**config.mk**
```make
export PLATFORM = sky130hd
export DESIGN_NAME = ppr_router
export DESIGN_NICKNAME = d
export VERILOG_FILES = /design/src/logic/ppr_pkg.sv /design/src/logic/ppr_router.sv
export SDC_FILE = /design/constraint.sdc
export NUM_CORES = 1
export LEC_CHECK = 0
export ABC_AREA = 1
export BUFFER_PORTS_ARGS = -buffer_cell sky130_fd_sc_hd__buf_2
export CORE_UTILIZATION = 25
export CTS_CLUSTER_SIZE = 8
export DETAILED_ROUTE_END_ITERATION = 6
export PLACE_DENSITY = 0.44
export SLEW_MARGIN = 20
export SYNTH_ARGS = -nofsm -noshare
export SYNTH_HDL_FRONTEND = slang
export SYNTH_SLANG_ARGS = --single-unit
```
**constraint.sdc**
```tcl
create_clock -name clock -period 1.25 [get_ports clock]
set_clock_uncertainty 0.05 [all_clocks]
set_input_delay 0.1875 -clock clock [delete_from_list [all_inputs] [get_ports clock]]
set_output_delay 0.1875 -clock clock [all_outputs]
set_load 0.02 [all_outputs]
```
**src/logic/ppr_pkg.sv**
```systemverilog
// Package of constants and carrier types for the peripheral pin router.
package ppr_pkg;

  // ==========================================================================
  // Sizes and code tables
  // ==========================================================================
  localparam int PPR_NUM_PINS = 16;
  localparam int PPR_NUM_INPUTS = 8;
  localparam int PPR_NUM_OUTPUTS = 16;
  localparam int PPR_SEL_W = 6;

  // Pin code: bits 5:3 name the port (A=0, B=1, C=2), bits 2:0 the bit within it.
  localparam logic [PPR_SEL_W-1:0] PPR_PIN_CODE_C7 = 6'h17;
  // Peripheral output code for serial port 1 transmit.
  localparam logic [PPR_SEL_W-1:0] PPR_OUT_CODE_UART_TX = 6'h0C;
  localparam logic [PPR_SEL_W-1:0] PPR_OUT_CODE_BASE = 6'h01;

  // Index of the serial transmit / clock output among the peripheral outputs.
  localparam int PPR_IDX_UART_TX = 11;

  // ==========================================================================
  // Reset values
  // ==========================================================================
  localparam logic [PPR_SEL_W-1:0] PPR_IN_SEL_RST = 6'h00;
  localparam logic [PPR_SEL_W-1:0] PPR_OUT_SEL_RST = 6'h00;
  localparam logic [PPR_NUM_PINS-1:0] PPR_PIN_RST = 16'h0000;
  localparam logic [PPR_NUM_PINS-1:0] PPR_DIR_RST = 16'hFFFF;

  // ==========================================================================
  // Carrier types
  // ==========================================================================
  typedef struct packed {
    logic [PPR_NUM_OUTPUTS-1:0] data; // Level each peripheral wants on its output.
    logic [PPR_NUM_OUTPUTS-1:0] drive_own; // Peripheral manages the driver itself.
    logic [PPR_NUM_OUTPUTS-1:0] drive_en; // Driver enable when drive_own is set.
  } ppr_periph_out_type;

  typedef struct packed {
    logic [PPR_NUM_PINS-1:0] latch; // Port output latch.
    logic [PPR_NUM_PINS-1:0] dir_in; // Direction control, 1 means input.
    logic [PPR_NUM_PINS-1:0] analog; // Analog select per pin.
  } ppr_port_ctrl_type;

endpackage

```
**src/logic/ppr_router.sv**
```systemverilog
// Peripheral pin router: input and output selection between peripherals and pins.
`timescale 1ns/1ps
// Functional notes
// - Each peripheral input has its own select choosing the feeding pin.
// - Each pin has its own select choosing the peripheral output driving it.
// - Only digital signals are routed; analog stays fixed to its pins.
// - Input and output routing are set independently of each other.
// - Several peripheral inputs may select one pin at the same time.
// - Port data reads return the pin level, low for analog-select pins, regardless of input routing.
// - Analog select set disables the digital input buffer; software clears it first.
// - All input selects share one pin-code table.
// - All output selects share one peripheral-code table.
// - Direction control alone enables the pin driver, except listed peripherals.
// - Serial port synchronous or sync serial I2C peripherals override direction control.
module ppr_router
  import ppr_pkg::*;
(
  input wire logic clock, // Core clock, 200 MHz.
  input wire logic arst_n, // Asynchronous reset, active low.
  input wire logic [PPR_NUM_INPUTS*PPR_SEL_W-1:0] in_sel, // Peripheral input selects.
  input wire logic [PPR_NUM_PINS*PPR_SEL_W-1:0] out_sel, // Pin output selects.
  input wire ppr_port_ctrl_type port_ctrl, // Port latch, direction, analog select.
  input wire ppr_periph_out_type periph_out, // Peripheral outputs.
  input wire logic [PPR_NUM_PINS-1:0] pin_in, // Level seen at each pin.
  output logic [PPR_NUM_INPUTS-1:0] periph_in, // Routed peripheral inputs.
  output logic [PPR_NUM_PINS-1:0] pin_out, // Pin output levels.
  output logic [PPR_NUM_PINS-1:0] pin_oe, // Pin driver enables, high drives.
  output logic [PPR_NUM_PINS-1:0] port_read // Port data as read by software.
);

  // ==========================================================================
  // Reset release
  // ==========================================================================
  logic rst_meta_r;
  logic rst_n_r;

  always_ff @(posedge clock or negedge arst_n) begin
    if (!arst_n) begin
      rst_meta_r <= 1'b0;
      rst_n_r <= 1'b0;
    end else begin
      rst_meta_r <= 1'b1;
      rst_n_r <= rst_meta_r;
    end
  end

  // ==========================================================================
  // Digital input buffers
  // ==========================================================================
  // A pin with analog select set presents a constant low to every digital reader,
  // so analog levels never reach peripheral logic.
  logic [PPR_NUM_PINS-1:0] dig_in;

  always_comb begin
    dig_in = pin_in & ~port_ctrl.analog;
  end

  // ==========================================================================
  // Input routing
  // ==========================================================================
  logic [PPR_NUM_INPUTS-1:0] periph_in_nxt;

  // Decoding is stateless per input, so any number may share one pin.
  for (genvar gi = 0; gi < PPR_NUM_INPUTS; gi++) begin : g_in
    logic [PPR_SEL_W-1:0] code;
    logic [4:0] idx;
    assign code = in_sel[gi*PPR_SEL_W +: PPR_SEL_W];
    assign idx = {code[4:3], code[2:0]};
    // Codes beyond the implemented pins read low.
    assign periph_in_nxt[gi] = (code[5] == 1'b0 && idx < 5'(PPR_NUM_PINS)) ?
                               dig_in[idx[3:0]] : 1'b0;
  end

  always_ff @(posedge clock or negedge arst_n) begin
    if (!arst_n) begin
      periph_in <= '0;
    end else if (!rst_n_r) begin
      periph_in <= '0;
    end else begin
      periph_in <= periph_in_nxt;
    end
  end

  // Port read ignores input routing entirely.
  always_ff @(posedge clock or negedge arst_n) begin
    if (!arst_n) begin
      port_read <= PPR_PIN_RST;
    end else if (!rst_n_r) begin
      port_read <= PPR_PIN_RST;
    end else begin
      port_read <= dig_in;
    end
  end

  // ==========================================================================
  // Output routing
  // ==========================================================================
  logic [PPR_NUM_PINS-1:0] pin_out_nxt;
  logic [PPR_NUM_PINS-1:0] pin_oe_nxt;

  for (genvar gp = 0; gp < PPR_NUM_PINS; gp++) begin : g_out
    logic [PPR_SEL_W-1:0] code;
    logic [PPR_SEL_W-1:0] pidx;
    logic hit;
    assign code = out_sel[gp*PPR_SEL_W +: PPR_SEL_W];
    assign pidx = code - PPR_OUT_CODE_BASE;
    assign hit = (code >= PPR_OUT_CODE_BASE) &&
                 (pidx < PPR_SEL_W'(PPR_NUM_OUTPUTS));
    always_comb begin
      if (hit) begin
        pin_out_nxt[gp] = periph_out.data[pidx[3:0]];
        if (periph_out.drive_own[pidx[3:0]]) begin
          pin_oe_nxt[gp] = periph_out.drive_en[pidx[3:0]];
        end else begin
          pin_oe_nxt[gp] = ~port_ctrl.dir_in[gp];
        end
      end else begin
        pin_out_nxt[gp] = port_ctrl.latch[gp];
        pin_oe_nxt[gp] = ~port_ctrl.dir_in[gp];
      end
    end
  end

  always_ff @(posedge clock or negedge arst_n) begin
    if (!arst_n) begin
      pin_out <= PPR_PIN_RST;
      pin_oe <= ~PPR_DIR_RST;
    end else if (!rst_n_r) begin
      pin_out <= PPR_PIN_RST;
      pin_oe <= ~PPR_DIR_RST;
    end else begin
      pin_out <= pin_out_nxt;
      pin_oe <= pin_oe_nxt;
    end
  end

  // ==========================================================================
  // Checks
  // ==========================================================================
  // Input 4 selects pin 9, the pin whose analog select the bench raises.
  property p_analog_blocks;
    @(posedge clock) disable iff (!rst_n_r)
    (port_ctrl.analog[9] && in_sel[5*PPR_SEL_W-1:4*PPR_SEL_W] == 6'h09) |=> !periph_in[4];
  endproperty
  a_analog_blocks: assert property (p_analog_blocks) else $error("analog pin reached input");

  property p_in_route;
    @(posedge clock) disable iff (!rst_n_r)
    (in_sel[PPR_SEL_W-1:0] == 6'h05 && !port_ctrl.analog[5]) |=> periph_in[0] == $past(pin_in[5]);
  endproperty
  a_in_route: assert property (p_in_route) else $error("input route wrong");

  property p_shared_pin;
    @(posedge clock) disable iff (!rst_n_r)
    (in_sel[PPR_SEL_W-1:0] == in_sel[2*PPR_SEL_W-1:PPR_SEL_W]) |=> periph_in[0] == periph_in[1];
  endproperty
  a_shared_pin: assert property (p_shared_pin) else $error("shared pin differs");

  property p_port_read;
    @(posedge clock) disable iff (!rst_n_r)
    !port_ctrl.analog[3] |=> port_read[3] == $past(pin_in[3]);
  endproperty
  a_port_read: assert property (p_port_read) else $error("port read wrong");

  property p_latch_default;
    @(posedge clock) disable iff (!rst_n_r)
    (out_sel[PPR_SEL_W-1:0] == 6'h00) |=> pin_out[0] == $past(port_ctrl.latch[0]);
  endproperty
  a_latch_default: assert property (p_latch_default) else $error("unrouted pin not latch");

  // Pin 6 is the pin that carries the serial transmit output in use.
  property p_out_route;
    @(posedge clock) disable iff (!rst_n_r)
    (out_sel[7*PPR_SEL_W-1:6*PPR_SEL_W] == PPR_OUT_CODE_UART_TX) |=> pin_out[6] == $past(periph_out.data[PPR_IDX_UART_TX]);
  endproperty
  a_out_route: assert property (p_out_route) else $error("output route wrong");

  property p_dir_ctrl;
    @(posedge clock) disable iff (!rst_n_r)
    (out_sel[PPR_SEL_W-1:0] == 6'h00) |=> pin_oe[0] == !$past(port_ctrl.dir_in[0]);
  endproperty
  a_dir_ctrl: assert property (p_dir_ctrl) else $error("direction ignored");

  property p_override;
    @(posedge clock) disable iff (!rst_n_r)
    (out_sel[7*PPR_SEL_W-1:6*PPR_SEL_W] == PPR_OUT_CODE_UART_TX && periph_out.drive_own[PPR_IDX_UART_TX])
      |=> pin_oe[6] == $past(periph_out.drive_en[PPR_IDX_UART_TX]);
  endproperty
  a_override: assert property (p_override) else $error("override ignored");

  // Port C codes name pins that this block does not implement, so they read low.
  property p_code_beyond;
    @(posedge clock) disable iff (!rst_n_r)
    (in_sel[PPR_SEL_W-1:0] == PPR_PIN_CODE_C7) |=> !periph_in[0];
  endproperty
  a_code_beyond: assert property (p_code_beyond) else $error("unimplemented pin code read high");

  property p_analog_port;
    @(posedge clock) disable iff (!rst_n_r)
    port_ctrl.analog[9] |=> !port_read[9];
  endproperty
  a_analog_port: assert property (p_analog_port) else $error("analog pin read high");

  property p_code_table;
    @(posedge clock) disable iff (!rst_n_r)
    (out_sel[2*PPR_SEL_W-1:PPR_SEL_W] == 6'h02) |=> pin_out[1] == $past(periph_out.data[1]);
  endproperty
  a_code_table: assert property (p_code_table) else $error("output code table wrong");

  // Holding the sync reset forces the drivers off whatever the inputs ask.
  property p_reset_quiet;
    @(posedge clock)
    !rst_n_r |=> pin_oe == '0;
  endproperty
  a_reset_quiet: assert property (p_reset_quiet) else $error("driver on in reset");

endmodule // ppr_router

```
==> results.py <==
metrics = {
    "cts": {
        "cts_tree": "yes",
        "insertion_delay_ns": 0.40,
        "clk_pin_slew_worst_paths_ns": 0.08,
        "cts_sinks": 58,
        "htreeDepth": 3,
        "numCtsBuffers": 9,
        "clock_path_buffers": 2,
        "root_buffer": "clkbuf_16",
    },
    "layout": {
        "area_growth_pct": 36.82,
        "fill_cells": 5903,
        "drive_gt1_share_pct": 26.75,
        "final_nets": 3226,
        "final_core_util_pct": 34.75,
        "final_cells": 3659,
    },
    "worst_setup_path": {
        "path_buf_inv": 1,
        "cp_max_fo": 1,
        "startpoint_type": "register",
        "critPathMaxStageDelay_ns": 0.44,
        "crit_family": "flip-flops",
        "cp-end-kind": "output pin",
        "critPathKind": "reg -> out",
        "cp.required_ns": 1.01,
        "critPathSlowestCell": "dfrtp_1",
        "path_cells": "buf_6",
        "worstPathArrival_ns": 0.99,
    },
    "synth": {
        "synthCells": 2574,
        "ys_seq_area_share_pct": 10.60,
        "syn-mean-instance-area_sq_um": 5.321,
        "synth_cell_types": 28,
        "ys_ff_latch": 58,
        "yosysWarningCount": 0,
        "syn_nets": 2848,
        "syn-cell-area_sq_um": 13700,
    },
    "timing": {
        "hold_ws_ns": 0.003568,
        "finalSetupViolCount": 0,
        "fin_ws_ns": 0.02275,
        "rsz0062_at_grt": "yes",
        "fmax_mhz": 814.8,
        "final_max_slew_viol_count": 0,
        "final_hold_viol_count": 0,
        "finalCriticalPeriod_ns": 1.227,
        "fin_crit_sh_pct": 98.18,
    },
    "global_routing": {
        "grt_pass1_wl_um": 104800,
        "first_global_vias": 17610,
        "track_usage_pct": 24.46,
        "use_met1_pct": 31.41,
        "overflow": 0,
        "grt.met3_usage_pct": 3.476,
        "grt_max_degree": 59,
        "grtUsageMet2_pct": 39.47,
        "antenna_found_initial": 4,
        "grt.busiest_layer": "met2",
    },
    "power": {
        "powerDensity_nw_per_um2": 669.4,
        "p_leak_nw": 9.523,
        "peakVddDrop_mv": 0.6945,
        "finalPower_mw": 12.54,
    },
    "run_status": {
        "status": "finished, final reports clean",
    },
    "placed_design": {
        "placed_cells": 3607,
        "dp_hpwl_um": 50510,
        "io_buffers": 313,
        "place_congestion": 0.9198,
        "pre_cts_ws_ns": -0.3425,
    },
    "drt": {
        "post-route-drc-count": 0,
        "wl_per_cell_um": 18.96,
        "drtAntennaViolNets": 0,
        "drt_iter0_markers": 2069,
        "wl_um": 69390,
        "vias_per_cell": 5.098,
        "routed-via-count": 18650,
        "first_pass_iters": 6,
    },
    "floorplanning": {
        "io_pins": 314,
        "initial_core_util_pct": 25.40,
        "dieWidth_um": 236.1,
        "coreArea_sq_um": 53920,
        "die_area_sq_um": 55720,
        "die_h_um": 236.1,
        "rows": 85,
    },
    "flow_run": {
        "max_cap_violations": 0,
    },
    "min_path": {
        "hold_class": "in -> reg",
    },
}
[metal layers]
| layer | share of wire (%) | vias up |
|---|---|---|
| met4 | 4.5 | 0 |
| met1 | 43 | 8544 |
| met3 | 6.8 | 172 |
| met2 | 46 | 809 |
| met5 | 0 | - |
| li1 | - | 9128 |
[per-stage QoR]
stage	cell area, sq um	setup TNS [ns]
6_report	18740	0
5_1_grt	18730	-0.002385
4_1_cts	18670	0
3_5_place_dp	18070	-9.580
3_3_place_gp	18070	-9.316
2_1_floorplan	14670	-5.437
[cell type report]
type	count	area, sq um	area share (%)
antenna	6	15.01	0.08013
multi-input combinational	2089	10190	54.39
inverter	210	1036	5.529
tap	696	870.8	4.647
sequential	58	1451	7.746
clock buffer	10	239.0	1.275
timing repair buffer	584	4867	25.97
clock inverter	6	66.31	0.3539
[report_power, final]
part	internal [mW]	switching [mW]
Clock	1.60	1.29
Combinational	3.06	4.55
Sequential	1.99	0.0429
Total	6.66	5.88
[placed cells by master, fill, tap and decap left out, drive strengths merged]
cell type,Yosys,routed
xnor2,16,16
a21oi,91,91
o21ai,117,117
o21bai,7,7
nor2,126,126
nand3,676,676
ha,16,16
dlygate4sd3,0,29
inv,206,206
nand2,969,969
dfrtp,58,58
buf,182,553
nor3,13,13
conb,1,1
o211ai,41,41
nand4,16,16
clkinv,4,6
bufinv,0,1
clkinvlp,0,3
diode,0,6
clkbuf,35,12
[final timing paths]
check / start / cells past startpoint / end / slack (ns)
max: pin_oe[6] / 1 / pin_oe[6] / 0.02
min: in_sel[47] / 4 / periph_in[7] / 0.004
max reg2reg: rst_n_r / 5 / periph_in[6] / 0.09
min reg2reg: rst_meta_r / 0 / rst_n_r / 0.29
max in group asynchronous: arst_n / 3 / pin_oe[10] / 0.43
min in group asynchronous: arst_n / 3 / periph_in[1] / 0.30
[logic make-up (layout without fill, tap and decap cells)]
group / count (synthesis) / count (layout) / synth area share [%]
simple gates: 1800 / 1800 / 57.78
buf+inv: 427 / 810 / 18.87
compound gates: 256 / 256 / 10.23
other cells: 1 / 7 / 0.02738
xor+xnor: 16 / 16 / 1.023
fa+ha+maj: 16 / 16 / 1.462
flops: 58 / 58 / 10.60
[repair_timing]
action | 4_1_cts | 5_1_grt
endpoints found under the hold margin | 78 | 0
resized for setup | 2 | 23
setup buffers | 0 | 1
hold buffers | 29 | 0
endpoints found under the setup margin | 1 | 17
pin swaps | 0 | 0
[sequential cells by signal (all words and copies together) (netlist names)]
| register | flops |
|---|---|
| periph_in | 8 |
| pin_oe | 16 |
| pin_out | 16 |
| port_read | 16 |
| rst_meta_r | 1 |
| rst_n_r | 1 |
[synth_stat cells (all sizes together)]
cell | count | area share (%)
o21ai | 117 | 4.3
nor3 | 13 | 0.48
nor2 | 126 | 3.8
clkbuf | 35 | 1.2
nand2 | 969 | 27
inv | 206 | 5.8
conb | 1 | 0.027
clkinv | 4 | 0.11
nand4 | 16 | 0.73
o21bai | 7 | 0.38
o211ai | 41 | 2.2
a21oi | 91 | 3.3
nand3 | 676 | 26
dfrtp | 58 | 11
ha | 16 | 1.5
buf | 182 | 12
xnor2 | 16 | 1.0
Power figures use the tool's default switching activity.
